File: config.mk
export PLATFORM = sky130hd
export DESIGN_NAME = drive_fault_supervisor
export DESIGN_NICKNAME = d
export VERILOG_FILES = /design/src/fault_pkg.sv /design/src/drive_fault_supervisor.sv
export SDC_FILE = /design/constraint.sdc
export NUM_CORES = 1
export LEC_CHECK = 0
export BUFFER_PORTS_ARGS = -buffer_cell sky130_fd_sc_hd__buf_2
export CORE_UTILIZATION = 45
export DETAILED_ROUTE_END_ITERATION = 6
export GPL_TIMING_DRIVEN = 0
export PLACE_DENSITY = 0.78
export SLEW_MARGIN = 30
export SYNTH_ARGS = -nofsm -noshare
export SYNTH_HDL_FRONTEND = slang
export SYNTH_SLANG_ARGS = --single-unit
File: constraint.sdc
create_clock -name pclk -period 3.9 [get_ports pclk]
set_input_delay 0.195 -clock pclk [delete_from_list [all_inputs] [get_ports pclk]]
set_output_delay 0.195 -clock pclk [all_outputs]
set_load 0.01 [all_outputs]
File: src/fault_pkg.sv
package fault_pkg;
    localparam int CLK_HZ = 20_000_000;
    localparam int TICK_MS = 100;
    localparam int TICK_CYC = CLK_HZ / 1000 * TICK_MS;
    localparam int WDOG_MS = 200;
    localparam int WDOG_CYC = CLK_HZ / 1000 * WDOG_MS;
    // speed-loss time in tenths of a second, 99.9 s disables
    localparam logic [9:0] SPD_TIME_OFF = 10'h3E7;
    // torque-limit time in seconds, 999 s disables
    localparam logic [9:0] TRQ_TIME_OFF = 10'h3E7;
    localparam logic [3:0] TICKS_PER_S = 4'hA;
    localparam logic [2:0] MODE_VEC_SL = 3'h3;
    localparam logic [2:0] MODE_VEC_ENC = 3'h4;
    localparam logic [7:0] CODE_ZERO = 8'h00;
    localparam logic [7:0] CODE_BLOCKED = 8'h09;
    localparam logic [7:0] CODE_CONFLICT = 8'h18;
    localparam logic [7:0] CODE_KEYPAD = 8'h1F;
    localparam logic [7:0] CODE_SPEED_LOSS = 8'h21;
    localparam logic [7:0] CODE_TRQ_TIMEOUT = 8'h22;
    localparam logic [7:0] CODE_SELF_DIAG = 8'h29;
    localparam logic [7:0] CODE_WDOG = 8'h47;
    localparam logic [7:0] ADDR_CTRL = 8'h00;
    localparam logic [7:0] ADDR_SPD = 8'h04;
    localparam logic [7:0] ADDR_TRQ = 8'h08;
    localparam logic [7:0] ADDR_STAT = 8'h0C;
    localparam logic [7:0] ADDR_IRQ_ST = 8'h10;
    localparam logic [7:0] ADDR_IRQ_MASK = 8'h14;
    localparam logic [7:0] ADDR_CMD = 8'h18;
    localparam int CTRL_BACKUP = 3;
    localparam int SPD_TIME_LSB = 16;
    localparam int STAT_TRIP = 8;
    localparam int STAT_PWM = 9;
    localparam int CMD_RESET = 0;
    localparam logic [2:0] CTRL_RST = 3'h0;
    localparam logic [15:0] MAXERR_RST = 16'h0064;
    localparam logic [9:0] SPD_TIME_RST = SPD_TIME_OFF;
    localparam logic [9:0] TRQ_TIME_RST = TRQ_TIME_OFF;
    localparam int IRQ_W = 4;
    localparam int IRQ_TRIP = 0;
    localparam int IRQ_CONFLICT = 1;
    localparam int IRQ_KEYPAD = 2;
    localparam int IRQ_DIAG = 3;
    localparam logic [3:0] LAMP_ON_TICKS = 4'h2;
    localparam logic [3:0] LAMP_OFF_TICKS = 4'h2;
    localparam logic [3:0] LAMP_PAUSE_TICKS = 4'hA;
    typedef enum logic [4:0] {
        L_IDLE = 5'h01, L_ON = 5'h02, L_OFF = 5'h04, L_PAUSE = 5'h08, L_STEADY = 5'h10
    } lamp_t;
endpackage

File: src/drive_fault_supervisor.sv
// Register access over APB and the register offsets were left to the implementer.
`timescale 1ns/1ps
`default_nettype none
// Summary of operation
// - speed error too long raises speed-loss fault
// - speed-loss time 99.9 disables that detection
// - both timed faults only in vector modes
// - torque limiting too long trips timeout fault
// - torque-limit time 999 disables that detection
// - trip drops relay, stops pwm, shows, flashes
// - trip logs code, overload, timers, reference
// - blocked or self-diagnosis refuses motor run
// - conflict shows code, blocks drive, flips relays
// - keypad loss keeps running, ignores keypad
// - keypad fault never enters fault history
// - lamp off when ready, flashes code count
// - conflict clears itself once settings fixed
// - coprocessor silent over 200 ms trips
module drive_fault_supervisor #(
    parameter int TICK_CYCLES = fault_pkg::TICK_CYC,
    parameter int WDOG_CYCLES = fault_pkg::WDOG_CYC
) (
    input wire logic pclk,
    input wire logic presetn,
    input wire logic psel,
    input wire logic penable,
    input wire logic pwrite,
    input wire logic [7:0] paddr,
    input wire logic [31:0] pwdata,
    output logic [31:0] prdata,
    output logic pready,
    output logic pslverr,
    output logic irq,
    input wire logic signed [15:0] speed_actual,
    input wire logic signed [15:0] speed_command,
    input wire logic torque_limiting,
    input wire logic coproc_present,
    input wire logic coproc_alive,
    input wire logic ext_trip,
    input wire logic [7:0] ext_trip_code,
    input wire logic parameter_conflict_fault,
    input wire logic keypad_link_ok,
    input wire logic self_diagnosis_fault,
    input wire logic operation_blocked_fault,
    input wire logic fault_reset,
    input wire logic [15:0] overload_state,
    input wire logic [31:0] powered_time_counter,
    input wire logic [31:0] enabled_time_counter,
    input wire logic [15:0] speed_reference,
    output logic no_fault_relay,
    output logic with_error_relay,
    output logic pwm_enable,
    output logic motor_run_permit,
    output logic keypad_cmd_enable,
    output logic [7:0] display_code,
    output logic display_valid,
    output logic error_lamp,
    output logic nv_write,
    output logic [7:0] nv_code,
    output logic [15:0] nv_overload,
    output logic [31:0] nv_powered_time,
    output logic [31:0] nv_enabled_time,
    output logic nv_ref_valid,
    output logic [15:0] nv_speed_ref,
    output logic hist_write
);
    import fault_pkg::*;

    function automatic logic [13:0] sat_step(input logic [13:0] v, input logic go);
        sat_step = (go && v != 14'h3FFF) ? v + 14'h0001 : v;
    endfunction

    // registers
    logic [2:0] mode_q, mode_d;
    logic backup_q, backup_d;
    logic [15:0] maxerr_q, maxerr_d;
    logic [9:0] spd_time_q, spd_time_d;
    logic [9:0] trq_time_q, trq_time_d;
    logic [IRQ_W-1:0] ist_q, ist_d, imask_q, imask_d, iev;
    logic [31:0] prdata_q, prdata_d;
    logic sw_reset;
    logic setup, wr, rd, mapped;
    logic [31:0] rmux;

    assign setup = psel && !penable;
    assign wr = psel && penable && pwrite;
    assign rd = psel && penable && !pwrite;
    assign mapped = paddr inside {ADDR_CTRL, ADDR_SPD, ADDR_TRQ, ADDR_STAT,
                                  ADDR_IRQ_ST, ADDR_IRQ_MASK, ADDR_CMD};
    assign pready = 1'b1;
    assign pslverr = psel && penable && !mapped;
    assign prdata = prdata_q;
    assign irq = |(ist_q & imask_q);

    // fault state
    logic trip_q, trip_d;
    logic [7:0] code_q, code_d;
    logic [7:0] disp_q, disp_d;
    logic dval_q, dval_d;
    logic nrel_q, nrel_d, erel_q, erel_d, pwm_q, pwm_d, run_q, run_d, kp_q, kp_d;
    logic nvw_q, nvw_d, hist_q, hist_d;
    logic [7:0] nvc_q, nvc_d;
    logic [15:0] nvo_q, nvo_d, nvr_q, nvr_d;
    logic [31:0] nvp_q, nvp_d, nve_q, nve_d;
    logic nvrv_q, nvrv_d;
    logic [23:0] tick_q, tick_d;
    logic tick;
    logic [13:0] sl_cnt_q, sl_cnt_d, tq_cnt_q, tq_cnt_d;
    logic [23:0] wd_cnt_q, wd_cnt_d;
    logic vector, spd_err, sl_fault, tq_fault, wd_fault, trip_ev, trip_set;
    logic [16:0] diff, adiff;
    logic [13:0] tq_limit;
    logic [7:0] ev_code;

    always_comb begin
        rmux = 32'h0000_0000;
        unique case (paddr)
            ADDR_CTRL: rmux = {28'h0, backup_q, mode_q};
            ADDR_SPD: rmux = {6'h0, spd_time_q, maxerr_q};
            ADDR_TRQ: rmux = {22'h0, trq_time_q};
            ADDR_STAT: rmux = {22'h0, pwm_q, trip_q, disp_q};
            ADDR_IRQ_ST: rmux = {28'h0, ist_q};
            ADDR_IRQ_MASK: rmux = {28'h0, imask_q};
            default: rmux = 32'h0000_0000;
        endcase
        prdata_d = setup ? rmux : prdata_q;
        mode_d = mode_q;
        backup_d = backup_q;
        maxerr_d = maxerr_q;
        spd_time_d = spd_time_q;
        trq_time_d = trq_time_q;
        imask_d = imask_q;
        sw_reset = 1'b0;
        if (wr) begin
            unique case (paddr)
                ADDR_CTRL: begin
                    mode_d = pwdata[2:0];
                    backup_d = pwdata[CTRL_BACKUP];
                end
                ADDR_SPD: begin
                    maxerr_d = pwdata[15:0];
                    spd_time_d = pwdata[SPD_TIME_LSB +: 10];
                end
                ADDR_TRQ: trq_time_d = pwdata[9:0];
                ADDR_IRQ_MASK: imask_d = pwdata[IRQ_W-1:0];
                ADDR_CMD: sw_reset = pwdata[CMD_RESET];
                default: ;
            endcase
        end
        // set wins over the read clear; only bits already read are cleared
        ist_d = (ist_q & ~((rd && paddr == ADDR_IRQ_ST) ? prdata_q[IRQ_W-1:0] : '0)) | iev;
    end

    always_ff @(posedge pclk or negedge presetn) begin
        if (!presetn) begin
            mode_q <= CTRL_RST;
            backup_q <= 1'b0;
            maxerr_q <= MAXERR_RST;
            spd_time_q <= SPD_TIME_RST;
            trq_time_q <= TRQ_TIME_RST;
            imask_q <= '0;
            ist_q <= '0;
            prdata_q <= 32'h0000_0000;
        end else begin
            mode_q <= mode_d;
            backup_q <= backup_d;
            maxerr_q <= maxerr_d;
            spd_time_q <= spd_time_d;
            trq_time_q <= trq_time_d;
            imask_q <= imask_d;
            ist_q <= ist_d;
            prdata_q <= prdata_d;
        end
    end

    assign tick = tick_q == 24'(TICK_CYCLES - 1);
    assign vector = mode_q == MODE_VEC_SL || mode_q == MODE_VEC_ENC;
    assign diff = {speed_actual[15], speed_actual} - {speed_command[15], speed_command};
    assign adiff = diff[16] ? 17'(-diff) : diff;
    assign spd_err = adiff > {1'b0, maxerr_q};
    assign tq_limit = 14'(trq_time_q) * 14'(TICKS_PER_S);
    assign sl_fault = vector && spd_time_q != SPD_TIME_OFF
                      && sl_cnt_q > {4'h0, spd_time_q};
    assign tq_fault = vector && trq_time_q != TRQ_TIME_OFF
                      && tq_cnt_q > tq_limit;
    assign wd_fault = coproc_present && wd_cnt_q > 24'(WDOG_CYCLES);
    assign trip_ev = ext_trip || sl_fault || tq_fault || wd_fault;
    assign trip_set = trip_ev && (!trip_q || fault_reset || sw_reset);

    always_comb begin
        tick_d = tick ? 24'h0 : tick_q + 24'h1;
        sl_cnt_d = (vector && spd_err) ? sat_step(sl_cnt_q, tick) : 14'h0;
        tq_cnt_d = (vector && torque_limiting) ? sat_step(tq_cnt_q, tick) : 14'h0;
        wd_cnt_d = (coproc_alive || !coproc_present) ? 24'h0
                 : (wd_fault ? wd_cnt_q : wd_cnt_q + 24'h1);
        ev_code = ext_trip ? ext_trip_code : sl_fault ? CODE_SPEED_LOSS
                : tq_fault ? CODE_TRQ_TIMEOUT : CODE_WDOG;
        // latched until reset; a new event in the clear cycle still trips
        trip_d = trip_q;
        code_d = code_q;
        if (fault_reset || sw_reset) begin
            trip_d = 1'b0;
        end
        if (trip_set) begin
            trip_d = 1'b1;
            code_d = ev_code;
        end
        // one code shown, trip first
        dval_d = 1'b1;
        if (trip_q) disp_d = code_q;
        else if (self_diagnosis_fault) disp_d = CODE_SELF_DIAG;
        else if (parameter_conflict_fault) disp_d = CODE_CONFLICT;
        else if (!keypad_link_ok) disp_d = CODE_KEYPAD;
        else begin
            disp_d = disp_q;
            dval_d = 1'b0;
        end
        nrel_d = !(trip_q || parameter_conflict_fault);
        erel_d = trip_q || parameter_conflict_fault;
        pwm_d = !(trip_q || parameter_conflict_fault
                  || self_diagnosis_fault || operation_blocked_fault);
        run_d = pwm_d;
        kp_d = keypad_link_ok;
        // keypad loss never reaches the trip path, so no log
        nvw_d = trip_set;
        hist_d = trip_set;
        nvc_d = nvw_d ? ev_code : nvc_q;
        nvo_d = nvw_d ? overload_state : nvo_q;
        nvp_d = nvw_d ? powered_time_counter : nvp_q;
        nve_d = nvw_d ? enabled_time_counter : nve_q;
        nvr_d = nvw_d ? speed_reference : nvr_q;
        nvrv_d = nvw_d ? backup_q : nvrv_q;
        iev = '0;
        iev[IRQ_TRIP] = trip_set;
        iev[IRQ_CONFLICT] = parameter_conflict_fault;
        iev[IRQ_KEYPAD] = !keypad_link_ok;
        iev[IRQ_DIAG] = self_diagnosis_fault;
    end

    always_ff @(posedge pclk or negedge presetn) begin
        if (!presetn) begin
            tick_q <= 24'h0;
            sl_cnt_q <= 14'h0;
            tq_cnt_q <= 14'h0;
            wd_cnt_q <= 24'h0;
            trip_q <= 1'b0;
            code_q <= CODE_ZERO;
            disp_q <= CODE_ZERO;
            dval_q <= 1'b0;
            nrel_q <= 1'b0;
            erel_q <= 1'b0;
            pwm_q <= 1'b0;
            run_q <= 1'b0;
            kp_q <= 1'b0;
            nvw_q <= 1'b0;
            hist_q <= 1'b0;
            nvc_q <= CODE_ZERO;
            nvo_q <= 16'h0;
            nvp_q <= 32'h0;
            nve_q <= 32'h0;
            nvr_q <= 16'h0;
            nvrv_q <= 1'b0;
        end else begin
            tick_q <= tick_d;
            sl_cnt_q <= sl_cnt_d;
            tq_cnt_q <= tq_cnt_d;
            wd_cnt_q <= wd_cnt_d;
            trip_q <= trip_d;
            code_q <= code_d;
            disp_q <= disp_d;
            dval_q <= dval_d;
            nrel_q <= nrel_d;
            erel_q <= erel_d;
            pwm_q <= pwm_d;
            run_q <= run_d;
            kp_q <= kp_d;
            nvw_q <= nvw_d;
            hist_q <= hist_d;
            nvc_q <= nvc_d;
            nvo_q <= nvo_d;
            nvp_q <= nvp_d;
            nve_q <= nve_d;
            nvr_q <= nvr_d;
            nvrv_q <= nvrv_d;
        end
    end

    // lamp flashes a shown trip or self-diagnosis code; pause lets the count be read
    lamp_t ls_q, ls_d;
    logic [3:0] ph_q, ph_d;
    logic [7:0] fl_q, fl_d;
    logic lamp_act;
    assign lamp_act = dval_q && (trip_q || disp_q == CODE_SELF_DIAG);

    always_comb begin
        ls_d = ls_q;
        ph_d = tick ? ph_q + 4'h1 : ph_q;
        fl_d = fl_q;
        unique case (ls_q)
            L_IDLE: begin
                ph_d = 4'h0;
                fl_d = 8'h0;
                if (lamp_act) ls_d = (disp_q == CODE_ZERO) ? L_STEADY : L_ON;
            end
            L_ON: if (tick && ph_q == LAMP_ON_TICKS - 4'h1) begin
                ls_d = L_OFF;
                ph_d = 4'h0;
                fl_d = fl_q + 8'h1;
            end
            L_OFF: if (tick && ph_q == LAMP_OFF_TICKS - 4'h1) begin
                ls_d = (fl_q == disp_q) ? L_PAUSE : L_ON;
                ph_d = 4'h0;
            end
            L_PAUSE: if (tick && ph_q == LAMP_PAUSE_TICKS - 4'h1) begin
                ls_d = L_ON;
                ph_d = 4'h0;
                fl_d = 8'h0;
            end
            L_STEADY: if (disp_q != CODE_ZERO) ls_d = L_IDLE;
            default: ls_d = L_IDLE;
        endcase
        if (!lamp_act) ls_d = L_IDLE;
    end

    always_ff @(posedge pclk or negedge presetn) begin
        if (!presetn) begin
            ls_q <= L_IDLE;
            ph_q <= 4'h0;
            fl_q <= 8'h0;
        end else begin
            ls_q <= ls_d;
            ph_q <= ph_d;
            fl_q <= fl_d;
        end
    end

    assign error_lamp = ls_q == L_ON || ls_q == L_STEADY;
    assign no_fault_relay = nrel_q;
    assign with_error_relay = erel_q;
    assign pwm_enable = pwm_q;
    assign motor_run_permit = run_q;
    assign keypad_cmd_enable = kp_q;
    assign display_code = disp_q;
    assign display_valid = dval_q;
    assign nv_write = nvw_q;
    assign hist_write = hist_q;
    assign nv_code = nvc_q;
    assign nv_overload = nvo_q;
    assign nv_powered_time = nvp_q;
    assign nv_enabled_time = nve_q;
    assign nv_speed_ref = nvr_q;
    assign nv_ref_valid = nvrv_q;
endmodule
`default_nettype wire

* Word level (Yosys, flattened, before mapping)
Cells that the tools add are included.
Word-level totals: word-level logic and storage cells 172, register bits 293, input port bits 190, output and inout bits 157
Operators by class: equal/unequal tests 32, multiplexer cells 40, $mul 1, add/sub/neg operators 8, reductions and logical operators 54, magnitude comparators 4, bitwise operators 4
Operator list (number):
- 26-bit case mux with 6 select lines | 1
- 24-bit two-way mux | 3
- 14-bit two-way mux | 4
- 8-bit two-way mux | 7
- 24-bit by 1-bit adder with 24-bit output, second input constant | 2
- 5-bit two-way mux | 6
- 14-bit by 1-bit adder with 14-bit output, second input constant | 2
- 14-bit != test, second input constant | 2
- 5-bit case mux with 5 select lines | 1
- 24-bit by 21-bit equality test with 1-bit output, second input constant | 1
- 8-bit by 5-bit equality test with 1-bit output, second input constant | 3
- 24-bit by 22-bit greater-than comparator with 1-bit output, second input constant | 1
- 8-bit case mux with 3 select lines | 1
- 4-bit two-way mux | 5
- 10-bit != test, second input constant | 2
- 1-bit logical AND | 19
- 17-bit by 16-bit greater-than comparator with 1-bit output | 1
- 17-bit two-way mux | 1
- 17-bit negation | 1
- 16-bit by 16-bit subtractor with 17-bit output | 1
- 8-bit by 4-bit equality test with 1-bit output, second input constant | 2
- 8-bit logical NOT | 2
- 14-bit by 10-bit greater-than comparator with 1-bit output | 1
- 14-bit greater-than comparator | 1
- other kinds (36) | 73

* Longest topological paths before layout
depth in word-level cells 9, depth in mapped cells 22

* Worst setup path before layout
OpenSTA, ideal clock, no wires.
kind flip-flop to flip-flop, start register trq_time_q[2], end register nvo_q[5], in the netlist nv_overload[5], path slack -0.302 ns, arrival time 4.074 ns, period minus slack after synthesis 4.202 ns, stages on the path, launching flop included 19, path buffers 2, path through dfstp_2 ha_1 ha_1 a21o_1 a21oi_1 o21ai_0 a21oi_1 o21bai_1 a21oi_1 xor2_1 ha_1 a21o_1 a21o_1 a221o_1 o2111ai_1 a31oi_1 buf_6 buf_4 mux2_1
Between the ends: longest elaborated chain between the ends 6
RTL lines:
- start: declaration | line drive_fault_supervisor.sv:78 | logic [9:0] trq_time_q, trq_time_d;
- start signal: assignment | line drive_fault_supervisor.sv:169 | trq_time_q <= trq_time_d;
- 10-bit by 3-bit multiplier with 13-bit output or 10-bit != test (tied branches) | line drive_fault_supervisor.sv:181, drive_fault_supervisor.sv:184
- 14-bit greater-than comparator or 1-bit logical AND (tied branches) | line drive_fault_supervisor.sv:185, drive_fault_supervisor.sv:184
- 1-bit logical AND (*) | line drive_fault_supervisor.sv:185 | && tq_cnt_q > tq_limit;
- 1-bit logical OR (*) (2 in a row) | line drive_fault_supervisor.sv:187 | assign trip_ev = ext_trip || sl_fault || tq_fault || wd_fault;
- 1-bit logical AND (*) | line drive_fault_supervisor.sv:188 | assign trip_set = trip_ev && (!trip_q || fault_reset || sw_reset);
- via hist_d | line drive_fault_supervisor.sv:101 | logic nvw_q, nvw_d, hist_q, hist_d;
- end signal: assignment | line drive_fault_supervisor.sv:280 | nvo_q <= nvo_d;
- end: declaration | line drive_fault_supervisor.sv:103 | logic [15:0] nvo_q, nvo_d, nvr_q, nvr_d;
Mark *: on every way through the listed nets, which the timed path passes. The rest lies on a longest branch. A chain may end at the register's enable or synchronous reset.

* Worst setup path in the final report
start register trq_time_q[2], end register nvr_q[13], in the netlist nv_speed_ref[13]
Between the ends: longest elaborated chain between the ends 6
RTL lines:
- 10-bit by 3-bit multiplier with 13-bit output or 10-bit != test (tied branches) | line drive_fault_supervisor.sv:181, drive_fault_supervisor.sv:184
- 14-bit greater-than comparator or 1-bit logical AND (tied branches) | line drive_fault_supervisor.sv:185, drive_fault_supervisor.sv:184
- 1-bit logical AND (*) | line drive_fault_supervisor.sv:185
- 1-bit logical OR (*) (2 in a row) | line drive_fault_supervisor.sv:187
- 1-bit logical AND (*) | line drive_fault_supervisor.sv:188
- end signal: assignment | line drive_fault_supervisor.sv:283 | nvr_q <= nvr_d;
- end: declaration | line drive_fault_supervisor.sv:103
Every way passes the cells marked *; elsewhere a longest branch is shown, timed or not.

==> out/qor.yml <==
pwr:
  cellLeakagePower_nw: 9.86
  p_clk_share_pct: 36.6
  power.density_nw_per_um2: 391
  p_int_mw: 5.89
  power_frac_comb_pct: 21.2
  p_switching_mw: 2.30
  swShare_pct: 28.1
  seq_power_share_pct: 42.1
  total_power_mw: 8.19
  ir_worst_vdd_mv: 0.215
detailed_routing:
  drc_errors: 0
  drt-initial-drc-count: 802
  avgRoutedWirePerCell_um: 19.8
  first_pass_iters: 5
  finalWirelength_um: 48800
  num_vias: 13400
  ant_nets: 0
  via_per_inst: 5.45
logic_synthesis:
  syn_avg_cell_area_um2: 10.5
  synth_area_um2: 15200
  ys_warn_count: 0
  async_flop_share_pct: 100
  synth.distinct_cells: 83
  ys_ff_latch: 287
  ys_dominant_reg_cell: "dfrtp_1"
  synth_edf_count: 0
  ys_seq_area_share_pct: 47.5
  synthesis.instances: 1450
worst_hold_path:
  hold_start: "ext_trip"
  min_path_cells: 3
  hold_class: "in -> reg"
  min_to: "nv_code[6]"
place:
  gp_congestion: 0.891
  place_inst: 2232
  hpwl_um: 32700
  portBuffers: 332
grt:
  grt_max_degree: 85
  grt_use_total_pct: 26.5
  overflow: 0
  grt_pass1_vias: 13500
  grt_antenna_before_repair: 8
  grt_pass1_wl_um: 71400
critical_path:
  rr_worst_depth: 19
  ff2ff_setup_slack_ps: -440
  cpMaxStageDelayCell: "dfstp_2"
  critical_path.startpoint: "trq_time_q[2]"
  r2r-start: "trq_time_q[2]"
  crit_buf_inv: 3
  cp-start-kind: "register"
  worstPathMaxFanout: 8
  required_ps: 4340
  crit_arrival_ps: 4780
  cp_top_family: "compound AO/OA/AOI/OAI gates"
  cpPeakStageDelay_ps: 600
  timing.rr.end: "nv_speed_ref[13]"
  critPathCaptureType: "register"
  critPathKind: "reg -> reg"
  path_cells: "ha_4 > ha_4 > a21o_1 > a21oi_2 > o21ai_1 > a21oi_2 > o21bai_1 > a21oi_2 > xor2_1 > ha_1 > a21o_1 > a21o_1 > a221o_1 > o2111ai_4 > a31oi_4 > buf_12 > buf_12 > clkbuf_16 > mux2_4"
clock_tree:
  cts_max_path_buffers: 3
  clockRootBuffer: "clkbuf_16"
  tritoncts: "yes"
  clock-sinks: 287
  htreeDepth: 1
  clock_latency_ps: 560
  cts_buffers: 30
  clkTransAtPathRegs_ps: 60
timing:
  clock-skew-final_ps: 14.3
  timing.final.crit_share_pct: 111
  grt_setup_unrepaired: "yes"
  fin_ws_ps: -442
  final_max_slew_viol_count: 0
  slew_headroom_pct: 37.6
  hold_viol: 0
  min_period_ps: 4340
  fmax_mhz: 230
  setup_viol: 107
  max_slew.worst_pin.slew_ps: 929
final_layout:
  final-instance-count-excl-fill: 2466
  drive_gt1_share_pct: 32.2
  final_common_cell: "buf_2"
  area_growth_pct: 38.1
  layout_common_cells: "335 x buf_2, 266 x dfrtp_1, 136 x dlygate4sd3_1, 119 x nor2_1, 119 x nand2_1"
  fin_nets: 2264
run:
  cap_violations: 0
floorplanning:
  die-area_um2: 34400
  die_h_um: 186
  std_cell_rows: 66
  die_w_um: 186
  start_util_pct: 46.1
  coreArea_um2: 32900
  pin_count: 347
outcome:
  status: "complete, but fails checks"
  violations: "setup timing"
-- power by group through the flow --
stage / Combinational [mW] / Sequential [mW] / Clock, mW
4_1_cts: 1.61 / 3.41 / 3.03
5_1_grt: 1.87 / 3.47 / 3.18
6_report: 1.74 / 3.45 / 3.00
3_5_place_dp: 1.45 / 3.46 / 0
3_3_place_gp: 1.40 / 3.44 / 0
2_1_floorplan: 0.720 / 3.55 / 0
-- synthesized netlist by cell type (21+ instances only) --
master    number  area (µm²)
nor2_1       122         458
nand4_1       29         181
and3_1        26         163
nor3_1        21         105
o21ai_0       67         335
dfrtp_1      267        6680
nand2_1      120         450
mux2_2        86         968
xnor2_1       58         508
xor2_1        48         420
nand3_1       35         175
a22o_1        21         184
clkbuf_1      27         101
ha_1          80        1000
a21oi_1       51         255
mux2_1        31         349
inv_1         79         297
-- per-stage QoR --
step / TNS [ps] / cell area [µm²] / hold WS [ps] / utilization [%] / setup WS (ps)
final: -41210 / 20900 / 14.8 / 63.7 / -442
after global routing: -63260 / 20900 / 18.5 / 63.7 / -635
after CTS: -32820 / 20500 / 3.29 / 62.4 / -347
after detailed placement: -74050 / 17700 / 156 / 53.9 / -746
after global placement: -726270 / 17600 / 350 / 53.7 / -2440
after floorplan: -3350 / 15400 / -101 / - / -108
-- repair_timing --
action                                 in CTS  in global routing
setup endpoints to repair                 121                122
endpoints found under the hold margin     214                  0
pin swaps                                  10                 17
gates cloned                                2                  5
hold buffers                              136                  0
buffers inserted                           19                 12
gates resized for setup                    45                 53
-- kinds of logic after synthesis --
group | count (synthesis) | synth area share [%]
buffers and inverters | 136 | 3.97
other | 2 | 0.0495
DFF | 287 | 47.5
xor gates and xnor gates | 106 | 6.12
and+or+nand+nor | 445 | 14.5
adders and majority gates | 82 | 6.87
AOI/OAI and AO/OA | 257 | 11.1
muxes | 135 | 9.88
-- area by class of cell --
class,count,area (µm²)
sequential,287,7210
timing repair buffer,507,3580
clock inverter,12,185
buffer,54,392
clock buffer,43,860
antenna,9,22.5
inverter,80,308
tap,442,553
fill,2504,11900
multi-input combinational,1032,7840
-- routing by layer --
layer | global-route usage [%] | wire length (µm) | part of all wire [%] | vias up
li1 | - | - | - | 6188
met1 | 30.7 | 19000 | 39 | 6561
met2 | 46.9 | 24100 | 49 | 556
met3 | 4.85 | 3370 | 6.9 | 138
met4 | 13.1 | 2350 | 4.8 | 0
met5 | 0 | 0 | 0 | -
-- worst max-delay path by stage --
stage	to	slack [ps]	cells past startpoint
after floorplan	nv_overload[0]	-110	18
after global placement	nv_powered_time[7]	-2440	1
after detailed placement	sl_cnt_q[7]	-750	21
after CTS	nv_speed_ref[3]	-350	21
after global routing	nv_speed_ref[13]	-630	22
final	nv_speed_ref[13]	-440	19
-- state kept, by name (all words and copies together), names as in the netlist, 16 cells and up --
| name | flops |
|---|---|
| nv_speed_ref | 16 |
| prdata | 26 |
| nv_overload | 16 |
| nv_powered_time | 32 |
| maxerr_q | 16 |
| nv_enabled_time | 32 |
| tick_q | 24 |
| wd_cnt_q | 24 |
-- tightest hold or removal path: cells and delay by family --
| family | cells | cell delay (ps) |
|---|---|---|
| AO/OA/AOI/OAI | 1 | 80 |
| buffers and inverters | 1 | 130 |
| AND/OR/NAND/NOR | 1 | 120 |
(Power assumes the default switching activity.)
